--- config.mk ---
export PLATFORM = sky130hd
export DESIGN_NAME = usb_config_endpoint_control
export DESIGN_NICKNAME = d
export VERILOG_FILES = /design/src/core/usb_cfg_pkg.sv /design/src/core/ep_ctrl_bank.sv /design/src/core/pin_sync.sv /design/src/core/usb_config_endpoint_control.sv
export SDC_FILE = /design/constraint.sdc
export NUM_CORES = 1
export LEC_CHECK = 0
export BUFFER_PORTS_ARGS = -buffer_cell sky130_fd_sc_hd__buf_2
export CORE_ASPECT_RATIO = 1.4
export CORE_MARGIN = 2
export CORE_UTILIZATION = 43
export DETAILED_ROUTE_END_ITERATION = 7
export PLACE_DENSITY_LB_ADDON = 0.25
export SYNTH_ARGS = -nofsm -noshare
export SYNTH_HDL_FRONTEND = slang
export SYNTH_HIERARCHICAL = 1
export SYNTH_SLANG_ARGS = --single-unit
--- constraint.sdc ---
create_clock -name pclk -period 5.5 [get_ports pclk]
set_input_delay 0.275 -clock pclk [delete_from_list [all_inputs] [get_ports pclk]]
set_output_delay 0.275 -clock pclk [all_outputs]
set_load 0.02 [all_outputs]
--- src/core/usb_cfg_pkg.sv ---
// shared constants and types for the usb configuration and endpoint control block
package usb_cfg_pkg;

    // apb address map, byte offsets
    localparam int ADDR_W = 8;
    localparam logic [7:0] CFG_OFS = 8'h00;
    localparam logic [7:0] PWR_OFS = 8'h04;
    localparam logic [7:0] INT_STAT_OFS = 8'h08;
    localparam logic [7:0] INT_MASK_OFS = 8'h0C;
    localparam logic [1:0] EP_REGION = 2'h1;

    // configuration register fields
    localparam int CFG_EYE_BIT = 7;
    localparam int CFG_OEMON_BIT = 6;
    localparam int CFG_SIDL_BIT = 4;
    localparam int CFG_ASUSP_BIT = 0;
    localparam logic [7:0] CFG_IMPL_MASK = 8'hD1;

    // power control register fields
    localparam int PWR_SUSP_BIT = 1;
    localparam logic [7:0] PWR_IMPL_MASK = 8'h02;

    // endpoint control register
    localparam int EP_COUNT = 16;
    localparam logic [7:0] EP_IMPL_MASK = 8'hDF;

    // interrupt status and mask layout
    localparam int INT_W = 3;
    localparam int INT_SUSP_BIT = 0;
    localparam int INT_STALL_BIT = 1;
    localparam int INT_HALT_BIT = 2;

    // values after reset
    localparam logic [7:0] REG_RST = 8'h00;
    localparam logic [INT_W-1:0] INT_RST = 3'h0;
    localparam logic [31:0] WORD_RST = 32'h0000_0000;

    // endpoint control byte, bit 7 down to bit 0
    typedef struct packed {
        logic low_speed_direct;
        logic nak_retry_disable;
        logic unused5;
        logic control_transfer_disable;
        logic endpoint_receive_enable;
        logic endpoint_transmit_enable;
        logic endpoint_stall_flag;
        logic endpoint_handshake_enable;
    } ep_ctrl_s;

endpackage

--- src/core/ep_ctrl_bank.sv ---
// sixteen endpoint control registers with hardware-set stall flags
`timescale 1ns/1ps
module ep_ctrl_bank (
    // clock and reset
    input wire logic pclk,
    input wire logic presetn,
    // software write port
    input wire logic wr_en,
    input wire logic [3:0] wr_idx,
    input wire logic [7:0] wr_data,
    // stall events from the serial engine, one pulse per endpoint
    input wire logic [usb_cfg_pkg::EP_COUNT-1:0] stall_set,
    // stored register contents
    output usb_cfg_pkg::ep_ctrl_s ep_q [usb_cfg_pkg::EP_COUNT]
);
    import usb_cfg_pkg::*;

    // unimplemented bit 5 never stores
    wire [7:0] wr_masked = wr_data & EP_IMPL_MASK;

    ////////////////////////////////////////////////////////////////////////////
    // one register per endpoint, identical layout
    genvar gi;
    generate
        for (gi = 0; gi < EP_COUNT; gi++) begin : g_ep
            wire hit = wr_en && (wr_idx == 4'(gi));
            ep_ctrl_s ep_d;
            always_comb begin
                ep_d = hit ? ep_ctrl_s'(wr_masked) : ep_q[gi];
                // a stall event wins over a clearing write in the same cycle
                ep_d.endpoint_stall_flag = ep_d.endpoint_stall_flag | stall_set[gi];
            end
            always_ff @(posedge pclk or negedge presetn) begin
                if (!presetn) begin
                    ep_q[gi] <= ep_ctrl_s'(REG_RST);
                end else begin
                    ep_q[gi] <= ep_d;
                end
            end
        end
    endgenerate

endmodule

--- src/core/pin_sync.sv ---
// two-flop synchroniser for the system power mode pins
`timescale 1ns/1ps
module pin_sync (
    // clock and reset
    input wire logic pclk,
    input wire logic presetn,
    // asynchronous levels in, synchronised levels out
    input wire logic [1:0] pin_in,
    output logic [1:0] pin_out
);
    import usb_cfg_pkg::*;

    logic [1:0] meta_q;

    ////////////////////////////////////////////////////////////////////////////
    // first stage feeds only the second stage
    always_ff @(posedge pclk or negedge presetn) begin
        if (!presetn) begin
            meta_q <= 2'h0;
            pin_out <= 2'h0;
        end else begin
            meta_q <= pin_in;
            pin_out <= meta_q;
        end
    end

endmodule

--- src/core/usb_config_endpoint_control.sv ---
// usb configuration, power and endpoint control registers with apb slave and interrupt
//
// Contract
// - config and endpoint bits 31..8 and unimplemented bits read zero.
// - config bit 7 turns the transceiver eye-pattern test on.
// - config bit 6 enables an output-enable indication while D+/D- are driven.
// - config bit 4 halts the module while the system is in Idle.
// - config bit 0 suspends the module automatically when the system sleeps.
// - without auto suspend only the suspend request bit suspends; suspend stops 48 MHz clock.
// - endpoint 0 bit 7 in host mode picks direct low-speed, else hub with preamble.
// - endpoint 0 bit 6 in host mode suppresses hardware retry of NAKed transactions.
// - with rx and tx enabled, bit 4 rejects SETUP transfers; otherwise ignored.
// - endpoint bit 3 allows or blocks reception.
// - endpoint bit 2 allows or blocks transmission.
// - endpoint bit 1 reads one once the endpoint has been stalled.
// - endpoint bit 0 enables handshake packets; clear for isochronous use.
`timescale 1ns/1ps
module usb_config_endpoint_control (
    // clock and reset
    input wire logic pclk,
    input wire logic presetn,
    // apb slave
    input wire logic psel,
    input wire logic penable,
    input wire logic pwrite,
    input wire logic [usb_cfg_pkg::ADDR_W-1:0] paddr,
    input wire logic [31:0] pwdata,
    output logic [31:0] prdata,
    output logic pready,
    output logic pslverr,
    // system power mode pins, asynchronous
    input wire logic sys_idle,
    input wire logic sys_sleep,
    // serial engine status, same clock
    input wire logic host_mode,
    input wire logic xcvr_drive,
    input wire logic [usb_cfg_pkg::EP_COUNT-1:0] stall_set,
    // transceiver and clock control
    output logic eye_test_en,
    output logic oe_monitor,
    output logic module_halt,
    output logic module_suspend,
    output logic usb_clk_en,
    // host mode endpoint 0 control
    output logic host_ls_direct,
    output logic host_preamble,
    output logic host_nak_retry,
    // per endpoint permissions
    output logic [usb_cfg_pkg::EP_COUNT-1:0] ep_rx_allow,
    output logic [usb_cfg_pkg::EP_COUNT-1:0] ep_tx_allow,
    output logic [usb_cfg_pkg::EP_COUNT-1:0] ep_setup_accept,
    output logic [usb_cfg_pkg::EP_COUNT-1:0] ep_handshake_en,
    // interrupt
    output logic irq
);
    import usb_cfg_pkg::*;

    ////////////////////////////////////////////////////////////////////////////
    // storage
    logic [7:0] cfg_q;
    logic [7:0] pwr_q;
    logic [INT_W-1:0] int_stat_q;
    logic [INT_W-1:0] int_stat_d;
    logic [INT_W-1:0] int_mask_q;
    logic pready_q;
    logic pslverr_q;
    logic [31:0] prdata_q;
    logic halt_q;
    logic suspend_q;
    logic clk_en_q;
    logic oe_mon_q;
    logic ls_direct_q;
    logic preamble_q;
    logic nak_retry_q;
    logic irq_q;
    logic [EP_COUNT-1:0] rx_allow_q;
    logic [EP_COUNT-1:0] tx_allow_q;
    logic [EP_COUNT-1:0] setup_q;
    logic [EP_COUNT-1:0] hshk_q;
    logic [1:0] pins_s;
    ep_ctrl_s ep_q [EP_COUNT];

    ////////////////////////////////////////////////////////////////////////////
    // pin synchronisers, nothing reads the pins before them
    pin_sync pin_sync_inst (
        .pclk(pclk),
        .presetn(presetn),
        .pin_in({sys_sleep, sys_idle}),
        .pin_out(pins_s)
    );

    wire idle_s = pins_s[0];
    wire sleep_s = pins_s[1];

    ////////////////////////////////////////////////////////////////////////////
    // apb phases: one wait state so read data comes from a register
    wire acc_go = psel && penable && !pready_q;
    wire acc_done = psel && penable && pready_q;

    // address decode
    wire aligned = (paddr[1:0] == 2'h0);
    wire sel_cfg = (paddr == CFG_OFS);
    wire sel_pwr = (paddr == PWR_OFS);
    wire sel_stat = (paddr == INT_STAT_OFS);
    wire sel_mask = (paddr == INT_MASK_OFS);
    wire sel_ep = (paddr[7:6] == EP_REGION) && aligned;
    wire [3:0] ep_idx = paddr[5:2];
    wire mapped = sel_cfg || sel_pwr || sel_stat || sel_mask || sel_ep;

    // write strobes, effective only at the completing edge
    wire wr_ok = acc_done && pwrite && mapped;
    wire wr_cfg = wr_ok && sel_cfg;
    wire wr_pwr = wr_ok && sel_pwr;
    wire wr_mask = wr_ok && sel_mask;
    wire wr_ep = wr_ok && sel_ep;
    wire rd_stat = acc_done && !pwrite && sel_stat;

    // read selection, upper bits always zero
    wire [7:0] ep_rd = ep_q[ep_idx];
    wire [7:0] stat_rd = {5'h00, int_stat_q};
    wire [7:0] mask_rd = {5'h00, int_mask_q};
    wire [7:0] rd_byte = sel_cfg ? cfg_q :
                         sel_pwr ? pwr_q :
                         sel_stat ? stat_rd :
                         sel_mask ? mask_rd :
                         sel_ep ? ep_rd : 8'h00;
    wire [31:0] rd_word = {24'h00_0000, rd_byte};

    ////////////////////////////////////////////////////////////////////////////
    // apb answer registers
    always_ff @(posedge pclk or negedge presetn) begin
        if (!presetn) begin
            pready_q <= 1'b0;
            pslverr_q <= 1'b0;
            prdata_q <= WORD_RST;
        end else begin
            pready_q <= acc_go;
            pslverr_q <= acc_go && !mapped;
            prdata_q <= (acc_go && !pwrite && mapped) ? rd_word : WORD_RST;
        end
    end

    ////////////////////////////////////////////////////////////////////////////
    // configuration, power and mask registers; unimplemented bits never store
    always_ff @(posedge pclk or negedge presetn) begin
        if (!presetn) begin
            cfg_q <= REG_RST;
            pwr_q <= REG_RST;
            int_mask_q <= INT_RST;
        end else begin
            if (wr_cfg) begin
                cfg_q <= pwdata[7:0] & CFG_IMPL_MASK;
            end
            if (wr_pwr) begin
                pwr_q <= pwdata[7:0] & PWR_IMPL_MASK;
            end
            if (wr_mask) begin
                int_mask_q <= pwdata[INT_W-1:0];
            end
        end
    end

    ////////////////////////////////////////////////////////////////////////////
    // endpoint register bank
    ep_ctrl_bank ep_ctrl_bank_inst (
        .pclk(pclk),
        .presetn(presetn),
        .wr_en(wr_ep),
        .wr_idx(ep_idx),
        .wr_data(pwdata[7:0]),
        .stall_set(stall_set),
        .ep_q(ep_q)
    );

    ////////////////////////////////////////////////////////////////////////////
    // power behaviour: idle halts, sleep or request suspends
    wire halt_d = cfg_q[CFG_SIDL_BIT] && idle_s;
    wire auto_susp = cfg_q[CFG_ASUSP_BIT] && sleep_s;
    wire suspend_d = pwr_q[PWR_SUSP_BIT] || auto_susp;
    // the 48 MHz clock is gated off whenever the module is not running
    wire clk_en_d = !suspend_d && !halt_d;
    wire oe_mon_d = cfg_q[CFG_OEMON_BIT] && xcvr_drive;

    // host path choices come from endpoint 0 only
    wire ls_bit = ep_q[0].low_speed_direct;
    wire retry_bit = ep_q[0].nak_retry_disable;
    wire ls_direct_d = host_mode && ls_bit;
    wire preamble_d = host_mode && !ls_bit;
    wire nak_retry_d = host_mode && !retry_bit;

    always_ff @(posedge pclk or negedge presetn) begin
        if (!presetn) begin
            halt_q <= 1'b0;
            suspend_q <= 1'b0;
            clk_en_q <= 1'b1;
            oe_mon_q <= 1'b0;
            ls_direct_q <= 1'b0;
            preamble_q <= 1'b0;
            nak_retry_q <= 1'b0;
        end else begin
            halt_q <= halt_d;
            suspend_q <= suspend_d;
            clk_en_q <= clk_en_d;
            oe_mon_q <= oe_mon_d;
            ls_direct_q <= ls_direct_d;
            preamble_q <= preamble_d;
            nak_retry_q <= nak_retry_d;
        end
    end

    ////////////////////////////////////////////////////////////////////////////
    // per endpoint permissions
    genvar gi;
    generate
        for (gi = 0; gi < EP_COUNT; gi++) begin : g_perm
            wire rx_en = ep_q[gi].endpoint_receive_enable;
            wire tx_en = ep_q[gi].endpoint_transmit_enable;
            // setup needs both directions; the disable bit is ignored otherwise
            wire setup_d = rx_en && tx_en && !ep_q[gi].control_transfer_disable;
            always_ff @(posedge pclk or negedge presetn) begin
                if (!presetn) begin
                    rx_allow_q[gi] <= 1'b0;
                    tx_allow_q[gi] <= 1'b0;
                    setup_q[gi] <= 1'b0;
                    hshk_q[gi] <= 1'b0;
                end else begin
                    rx_allow_q[gi] <= rx_en;
                    tx_allow_q[gi] <= tx_en;
                    setup_q[gi] <= setup_d;
                    hshk_q[gi] <= ep_q[gi].endpoint_handshake_enable;
                end
            end
        end
    endgenerate

    ////////////////////////////////////////////////////////////////////////////
    // interrupt events: suspend entry, any stall, idle halt entry
    wire [INT_W-1:0] int_evt;
    assign int_evt[INT_SUSP_BIT] = suspend_d && !suspend_q;
    assign int_evt[INT_STALL_BIT] = |stall_set;
    assign int_evt[INT_HALT_BIT] = halt_d && !halt_q;

    // a read clears, but an event in the same cycle survives it
    always_comb begin
        int_stat_d = (rd_stat ? INT_RST : int_stat_q) | int_evt;
    end

    always_ff @(posedge pclk or negedge presetn) begin
        if (!presetn) begin
            int_stat_q <= INT_RST;
            irq_q <= 1'b0;
        end else begin
            int_stat_q <= int_stat_d;
            irq_q <= |(int_stat_q & int_mask_q);
        end
    end

    ////////////////////////////////////////////////////////////////////////////
    // outputs, each straight from a flip-flop
    assign prdata = prdata_q;
    assign pready = pready_q;
    assign pslverr = pslverr_q;
    assign eye_test_en = cfg_q[CFG_EYE_BIT];
    assign oe_monitor = oe_mon_q;
    assign module_halt = halt_q;
    assign module_suspend = suspend_q;
    assign usb_clk_en = clk_en_q;
    assign host_ls_direct = ls_direct_q;
    assign host_preamble = preamble_q;
    assign host_nak_retry = nak_retry_q;
    assign ep_rx_allow = rx_allow_q;
    assign ep_tx_allow = tx_allow_q;
    assign ep_setup_accept = setup_q;
    assign ep_handshake_en = hshk_q;
    assign irq = irq_q;
endmodule

==> out/results.txt, run 1 <==
Ports: 172
# clock sinks: 209
Critical Path RT: 5.89 ns
Filler Cells Inserted: 1687
Tightest Pin Transition: 1.078 ns
Core area: 19920 um^2
VDD IR max: 0.1689 mV
Commonest cells after routing, fill and taps aside: dfrtp_1 (208), buf_2 (121), mux2_2 (104)
Switching pwr: 0.7012 mW
Largest net degree at the start of global routing: 110
Sequential power share: 0.486
Share of cells above drive strength 1: 0.3927
Outcome: finished, final reports clean
TritonCTS clock tree: yes
Top_reg_cell synth: dfrtp_1
Internal power: 2.493 mW
PortBufs: 122
Rows: 61
Max Slew Vio Count: 0
Post-DR wirelength/cell: 20.42 um
CP Class: reg -> reg
Worst Path Buf+Inv: 0
Post-synth ARST share: 1.000
Final setup vio count: 0
Worst EP arrival: 3.16 ns
Final nets: 819
Syn. warnings: 6
RSZ-0062 raised after global routing: false
CP delay by family, top: simple AND/OR/NAND/NOR gates
Seq/Total Area, Yosys: 0.5975
Pre-antenna DRT Iters: 6
Grt total ovfl: 0
Clock Tree Buf Depth: 3
Final ANT Viol Nets: 0
Synth-to-layout area growth: 16.65%
RD Place Congestion: 0.8340
Die width: 124.6 um
Die height: 172.8 um
Syn Area/Cell: 13.94 um^2
Clock Skew: 0.01012 ns
Crit-path max cell delay: 0.90 ns
Synth cell types: 46
Commonest non-fill, non-tap cell in the layout: dfrtp_1
Hold Crit Class: in -> reg
Drt drc: 0
Power Density: 312.8 nW/um^2
Full die area: 21530 um^2
CP cell instances: nand4_1 > nor3_1 > nand3_1 > nor2_1 > mux2_2
Number of diodes: 0
Combinational Power Share: 0.049
Initial Utilization: 0.4395
Worst setup EP type: flip-flop
Setup TNS: 0 ns
Worst-path fanout max: 7
Post-synth EDFFs: 0
Vias post-DR: 5444
CP Launch Type: flip-flop
Vias in the first global route: 5950
HPWL after DPL: 14050 um
Post-synthesis cell count: 628
Total global-route track usage: 0.1959
Slew headroom: 0.2788
Min Clock Period, post-route: 2.773 ns
Slowest CP cell: nor2_1
Routed wire length: 20850 um
FMAX: 360.6 MHz
Final Hold Vio Count: 0
Clock Pin Slew Worst Setup and Hold Paths: 0.06 ns
Worst Hold Margin: 0.008297 ns
Switching share of power: 0.2195
First-pass GRT wire length: 33240 um
Clk pwr share: 0.466
Initial antenna violation count: 0
Root Driver: clkbuf_16
Initial DRC count: 349
Final Cycle Share: 0.5043
Clock latency on the worst-skew pair: 0.51 ns
Leak: 5.189 nW
Vias per inst: 5.332
H-tree depth: 1
Num CTS Buffers: 21
Max-cap violations: 0
Number of synthesized register bits: 209
Post-synthesis cell area: 8755 um^2
stage by stage:
stage	setup WS [ns]	instance area, um^2	total power, mW	util	cells
finish	2.727	10210	3.194	0.5127	1021
detailed placement	2.548	9433	1.733	0.4735	977
global route	2.678	10210	3.307	0.5127	1021
floorplan	3.125	8897	1.677	-	666
CTS	2.875	10210	3.230	0.5127	1021
global placement	2.568	9433	1.729	0.4735	977
timing repair:
item / 4_1_cts / 5_1_grt
endpoints found under the hold margin: 111 / 0
hold buffers: 6 / 0
setup buffers: 0 / 0
gates resized for setup: 0 / 0
path summary, 6_finish.rpt:
check | startpoint | slack, ns | depth (start not counted) | end
worst min-delay path | host_mode | 0.008 | 2 | host_ls_direct
worst min register to register | pin_sync_inst/meta_q[0] | 0.35 | 0 | pin_sync_inst/pin_out[0]
max in group asynchronous | presetn | 3.82 | 3 | prdata[7]
worst max register to register | pready | 2.73 | 5 | ep_ctrl_bank_inst/ep_q[20]
worst max-delay path | pready | 2.73 | 5 | ep_ctrl_bank_inst/ep_q[20]
min in group asynchronous | presetn | 0.45 | 2 | ep_handshake_en[7]
cells in the mapped netlist (3+ instances only):
library cell  instances  area share
buf_2                10      0.0057
nor3b_1               3      0.0026
nand3_1               7      0.0040
and2_1                3      0.0021
or3_1                 5      0.0036
mux4_2               27       0.069
nand2b_1              5      0.0036
a211o_1               4      0.0040
nand2_1              29       0.012
nand3b_1              6      0.0051
a21oi_1               5      0.0029
clkbuf_1             13      0.0056
a21o_1                4      0.0034
nor2b_1               5      0.0036
nor3_1                4      0.0023
a211oi_1              6      0.0051
mux2_2              104        0.13
nand4_1               4      0.0029
buf_4                40       0.034
o21ai_0               8      0.0046
mux2_4                6       0.010
mux2i_1              23       0.026
nor4_1                4      0.0029
dfrtp_1             208        0.59
inv_1                 6      0.0026
nor2_1               64       0.027
state kept, by name, summed over array words and instances, names as in the netlist, 2 cells and up:
name and flops:
ep_ctrl_bank_inst/ep_q 112, int_mask_q 3, cfg_q 4, ep_handshake_en 16, int_stat_q 3, prdata 8
ep_tx_allow 16, ep_setup_accept 16, ep_rx_allow 16, pin_sync_inst/meta_q 2, pin_sync_inst/pin_out 2
worst register-to-register path: cells and delay by family (launching register included):
family,cells,cell delay [ns]
flops,1,0.37
simple gates,4,1.87
mux,1,0.43
power groups by stage:
stage	sequential, mW	combinational (mW)	clock (mW)
floorplan	1.58	0.0952	0
CTS	1.55	0.158	1.52
global route	1.55	0.173	1.58
global placement	1.58	0.149	0
finish	1.55	0.156	1.49
detailed placement	1.58	0.154	0
cell families (layout without fill, tap and decap cells):
family / Yosys count / after routing / synth area share
DFF: 209 / 209 / 0.5975
muxes: 160 / 160 / 0.2398
and+or+nand+nor: 146 / 146 / 0.07975
buffers and inverters: 73 / 176 / 0.05159
AOI/OAI and AO/OA: 38 / 38 / 0.03044
other: 2 / 40 / 0.0008578
routing by layer:
| layer | part of all wire | routed length (um) | GRT usage | vias to the layer above |
|---|---|---|---|---|
| met1 | 0.39 | 8208 | 0.2425 | 2818 |
| met2 | 0.52 | 10920 | 0.3525 | 183 |
| met4 | 0.025 | 528 | 0.06039 | 0 |
| li1 | - | - | - | 2395 |
| met3 | 0.057 | 1196 | 0.03001 | 48 |
| met5 | 0 | 0 | 0 | - |
cell type report:
type                       count  area [um^2]  area share
tap                          252        315.3     0.03087
inverter                       6        22.52    0.002205
sequential                   209         5231      0.5123
timing repair buffer         132        709.4     0.06947
multi-input combinational    384         3214      0.3148
clock inverter                 7        116.4     0.01139
clock buffer                  31        603.1     0.05905
Note: power is estimated with default switching activity, not from simulation.
==> inputs of run 2 (changes only) <==
Clock period 5.5 ns to 2.76 ns, I/O delays scaled along.
==> run 2 against run 1 <==
Effect of this change: power increased by 95%; critical path depth unchanged; worst setup slack lost 2.3 ns; sequential power increased by 99%; utilization is 1.5 points higher; critical endpoint is now ep_ctrl_bank_inst/ep_q[127]; largest cell class unchanged; highest routed layer unchanged.
==> out/results.txt, run 2 (synthesis results as in run 1) <==
Slew headroom: 0.5307
Critical Path RT: 3.14 ns
Clock Tree Buf Depth: 3
Sequential power share: 0.495
HPWL after DPL: 14220 um
Min Clock Period, post-route: 2.300 ns
First-pass GRT wire length: 32540 um
Leak: 5.339 nW
Full die area: 21530 um^2
Internal power: 4.860 mW
Total global-route track usage: 0.1905
Root Driver: clkbuf_16
Pre-antenna DRT Iters: 6
RR Endpoint: ep_ctrl_bank_inst/ep_q[127]
Max Slew Vio Count: 0
Power Density: 593.9 nW/um^2
Core area: 19920 um^2
Post-CTS resize count: 0
Initial DRC count: 327
Critical Path Start: pready
PortBufs: 122
Drt drc: 0
Max reg flops: 112
Clock latency on the worst-skew pair: 0.49 ns
Combinational Power Share: 0.054
FMAX: 434.8 MHz
R2r setup slk: 0.46 ns
# clock sinks: 209
Fin cells: 1051
Largest Register: ep_ctrl_bank_inst/ep_q
Initial Utilization: 0.4395
Initial antenna violation count: 0
Filler Cells Inserted: 1663
Grt total ovfl: 0
Final Hold Vio Count: 0
Setup ws final: 0.4599 ns
Clock Skew: 0.004776 ns
Share of cells above drive strength 1: 0.3980
Number of diodes: 0
Final ANT Viol Nets: 0
H-tree depth: 1
TritonCTS clock tree: yes
Outcome: finished, final reports clean
Routed wire length: 20650 um
Final core utilization: 0.5275
Rows: 61
Switching pwr: 1.380 mW
Worst-path fanout max: 7
Commonest cells after routing, fill and taps aside: dfrtp_1 (208), buf_2 (121), mux2_2 (104)
Clk pwr share: 0.450
RSZ-0062 raised after global routing: false
Post-DR wirelength/cell: 19.65 um
VDD IR max: 0.3077 mV
Worst setup EP type: flip-flop
Clock Pin Slew Worst Setup and Hold Paths: 0.07 ns
Vias in the first global route: 5943
Reg2reg start: pready
Die height: 172.8 um
Final Cycle Share: 0.8334
CP Class: reg -> reg
RD Place Congestion: 0.8440
Final nets: 850
Reg2reg path depth: 5
Vias post-DR: 5510
Hold Path End: prdata[2]
Ports: 172
Hold path depth: 3
Final setup vio count: 0
Largest net degree at the start of global routing: 80
Die width: 124.6 um
Num CTS Buffers: 20
Worst Hold Margin: 0.04308 ns
Vias per inst: 5.243
Placed insts: 992
Worst EP arrival: 2.68 ns
Tightest Pin Transition: 0.7040 ns
Hold Startpoint: pwrite
Setup TNS: 0 ns
Hold Crit Class: in -> reg
Commonest non-fill, non-tap cell in the layout: dfrtp_1
Synth-to-layout area growth: 20.02%
Switching share of power: 0.2211
Max-cap violations: 0
Post-place setup slack: 0.2393 ns
CP Launch Type: flip-flop
[run 2: changes by cell type in the layout (fill, tap and decap cells not counted)]
cell and delta:
clkinvlp_4 +1, clkbuf_1 -3, bufinv_16 -1, dlygate4sd3_1 +17
buf_4 +11, clkbuf_8 -1, buf_12 +4, clkinv_2 +2
[run 2: routing by layer]
metal	GRT usage	up-vias	wire length, um
met2	0.3465	199	11010
met5	0	-	0
met4	0.06695	0	616
met3	0.02785	46	1041
li1	-	2451	-
met1	0.2298	2814	7981
[run 2: area by class of cell]
class | instances | area (um^2) | share of cell area
clock buffers | 27 | 578.1 | 0.05501
clock inverters | 9 | 103.9 | 0.009883
inverters | 6 | 22.52 | 0.002143
multi-input cells | 384 | 3214 | 0.3059
flip-flops and latches | 209 | 5231 | 0.4979
well taps | 252 | 315.3 | 0.03001
repair buffers | 164 | 1042 | 0.09919
[run 2: worst max-delay path, cell delays in order, from the launching register on]
cell     delay [ns]
dfrtp_1        0.37
nand4_1        0.12
nor3_1         0.32
or3b_1         0.45
or3_1          0.55
mux2_4         0.38
[run 2: through the flow]
step	area [um^2]	power, mW
final	10510	6.240
after global routing	10510	6.488
after CTS	10510	6.327
after detailed placement	9595	3.465
after global placement	9595	3.456
after floorplan	8897	3.343
[run 2: power groups by stage]
| stage | Combinational, mW | Sequential, mW | Clock [mW] |
|---|---|---|---|
| detailed placement | 0.317 | 3.15 | 0 |
| global placement | 0.309 | 3.15 | 0 |
| finish | 0.340 | 3.09 | 2.81 |
| floorplan | 0.190 | 3.15 | 0 |
| global route | 0.375 | 3.09 | 3.02 |
| CTS | 0.344 | 3.09 | 2.89 |
[run 2: how the worst max path moves through the flow]
stage / end / slack (ns)
after global routing: ep_ctrl_bank_inst/ep_q[122] / 0.38
after floorplan: ep_ctrl_bank_inst/ep_q[120] / 0.52
after global placement: ep_ctrl_bank_inst/ep_q[122] / 0.28
final: ep_ctrl_bank_inst/ep_q[127] / 0.46
after detailed placement: ep_ctrl_bank_inst/ep_q[127] / 0.24
after CTS: ep_ctrl_bank_inst/ep_q[127] / 0.47
[run 2: timing repair]
action,in CTS,in global routing
buffers inserted,0,0
endpoints found under the hold margin,101,0
hold buffers,23,0
==> inputs of run 3 (changes only) <==
Clock period 2.76 ns to 1.9 ns, I/O delays scaled along.
==> run 3 against run 2 <==
Effect of this change: the run now ends with negative setup slack left; sequential share of layout area is 3.0 points lower; utilization is 3.4 points higher; die area unchanged; worst setup slack worse by 0.52 ns; register-to-register slack got worse by 0.52 ns.
==> out/results.txt, run 3 (synthesis results as in run 1) <==
H-tree depth: 1
Vias post-DR: 5640
Die height: 172.8 um
Final setup vio count: 16
Die width: 124.6 um
Hold Crit Class: in -> reg
Reg2reg path depth: 5
Critical Path RT: 2.29 ns
Placed Area: 9923 um^2
Clock latency on the worst-skew pair: 0.50 ns
# clock sinks: 209
Final Hold Vio Count: 0
RSZ-0062 raised after global routing: true
Largest net degree at the start of global routing: 58
Commonest non-fill, non-tap cell in the layout: dfrtp_1
Vias in the first global route: 6221
Number of diodes: 0
Reg2reg start: pready
Clock Tree Buf Depth: 3
Routed wire length: 21660 um
Share of cells above drive strength 1: 0.4561
Core area: 19920 um^2
Max reg flops: 112
Root Driver: clkbuf_16
Post-DR wirelength/cell: 19.80 um
Post-route cell area: 11190 um^2
Filler Cells Inserted: 1624
HPWL after DPL: 14910 um
Pre-antenna DRT Iters: 4
Setup TNS: -0.4467 ns
Failing checks: negative setup slack
Grt total ovfl: 0
CP Class: reg -> reg
Max-cap violations: 0
Rows: 61
First-pass GRT wire length: 34630 um
Synth-to-layout area growth: 27.84%
Slew headroom: 0.6199
Leak: 5.663 nW
Outcome: finished with violations
Largest Register: ep_ctrl_bank_inst/ep_q
Full die area: 21530 um^2
Initial DRC count: 358
Initial antenna violation count: 0
Final ANT Viol Nets: 0
Critical Path Start: pready
RR Endpoint: ep_ctrl_bank_inst/ep_q[124]
Worst setup EP type: flip-flop
Ports: 172
CP Launch Type: flip-flop
Min Clock Period, post-route: 1.961 ns
R2r setup slk: -0.06 ns
FMAX: 510.0 MHz
Commonest cells after routing, fill and taps aside: dfrtp_1 (207), buf_2 (121), mux2_2 (77)
Setup ws final: -0.06091 ns
Initial Utilization: 0.4395
Num CTS Buffers: 22
Vias per inst: 5.155
PortBufs: 122
Max Slew Vio Count: 0
Worst EP arrival: 2.35 ns
Total global-route track usage: 0.2033
Clock Skew: 0.009354 ns
Drt drc: 0
Final Cycle Share: 1.032
Power Density: 861.8 nW/um^2
CP endpoint: ep_ctrl_bank_inst/ep_q[124]
Worst-path fanout max: 7
Clock Pin Slew Worst Setup and Hold Paths: 0.06 ns
Sequential Area: 5233 um^2
Area of the multi-input gates: 3423 um^2
Worst Hold Margin: 0.01643 ns
VDD IR max: 0.5252 mV
TritonCTS clock tree: yes
Tightest Pin Transition: 0.5650 ns
Final nets: 892
RD Place Congestion: 0.9092
[run 3: what timing repair did]
action | CTS | global route
gates resized for setup | 67 | 2
pin swaps | 3 | 1
hold buffers | 22 | 0
endpoints found under the hold margin | 90 | 0
buffers inserted | 1 | 1
setup endpoints to repair | 57 | 99
[run 3: worst min-delay path by stage]
stage	startpoint	end	slack (ns)	depth (start not counted)
finish	psel	pready	0.02	4
global route	psel	pready	0.06	4
detailed placement	presetn	ep_handshake_en[1]	0.10	1
global placement	presetn	ep_handshake_en[5]	0.11	1
CTS	psel	pready	0.004	4
floorplan	presetn	cfg_q[0]	-0.20	0
[run 3: layout make-up]
| class | instances | area share |
|---|---|---|
| multi-input combinational | 384 | 0.3059 |
| clock buffer | 27 | 0.05545 |
| clock inverter | 12 | 0.01520 |
| sequential | 209 | 0.4675 |
| timing repair buffer | 204 | 0.1258 |
| tap | 252 | 0.02817 |
| inverter | 6 | 0.002012 |
[run 3: layer usage]
layer | track usage | part of all wire | wire, um
met5 | 0 | 0 | 0
met3 | 0.02351 | 0.043 | 924
met1 | 0.2600 | 0.41 | 8832
met2 | 0.3643 | 0.53 | 11400
met4 | 0.05946 | 0.023 | 505
[run 3: power breakdown]
group / total [mW] / internal, mW / switching [mW] / leakage [nW]
Sequential: 4.49 / 4.48 / 0.0154 / 2.81
Clock: 4.61 / 2.87 / 1.74 / 0.391
Combinational: 0.541 / 0.190 / 0.351 / 2.46
Total: 9.65 / 7.53 / 2.11 / 5.66
[run 3: worst max-delay path, cell delays in order, from the launching register on]
cell     delay [ns]
dfrtp_2        0.36
nand4_1        0.16
nor3_4         0.18
or3b_4         0.41
or3_4          0.42
mux2_4         0.32
[run 3: per-stage QoR]
stage / power, mW / setup slack (ns) / std cells / util
final: 9.646 / -0.06091 / 1094 / 0.5618
after global routing: 10.01 / -0.1288 / 1094 / 0.5618
after CTS: 9.756 / -0.1116 / 1095 / 0.5621
after detailed placement: 5.069 / -0.2624 / 1033 / 0.4981
after global placement: 5.057 / -0.2212 / 1033 / 0.4981
after floorplan: 4.858 / -0.1364 / 666 / -
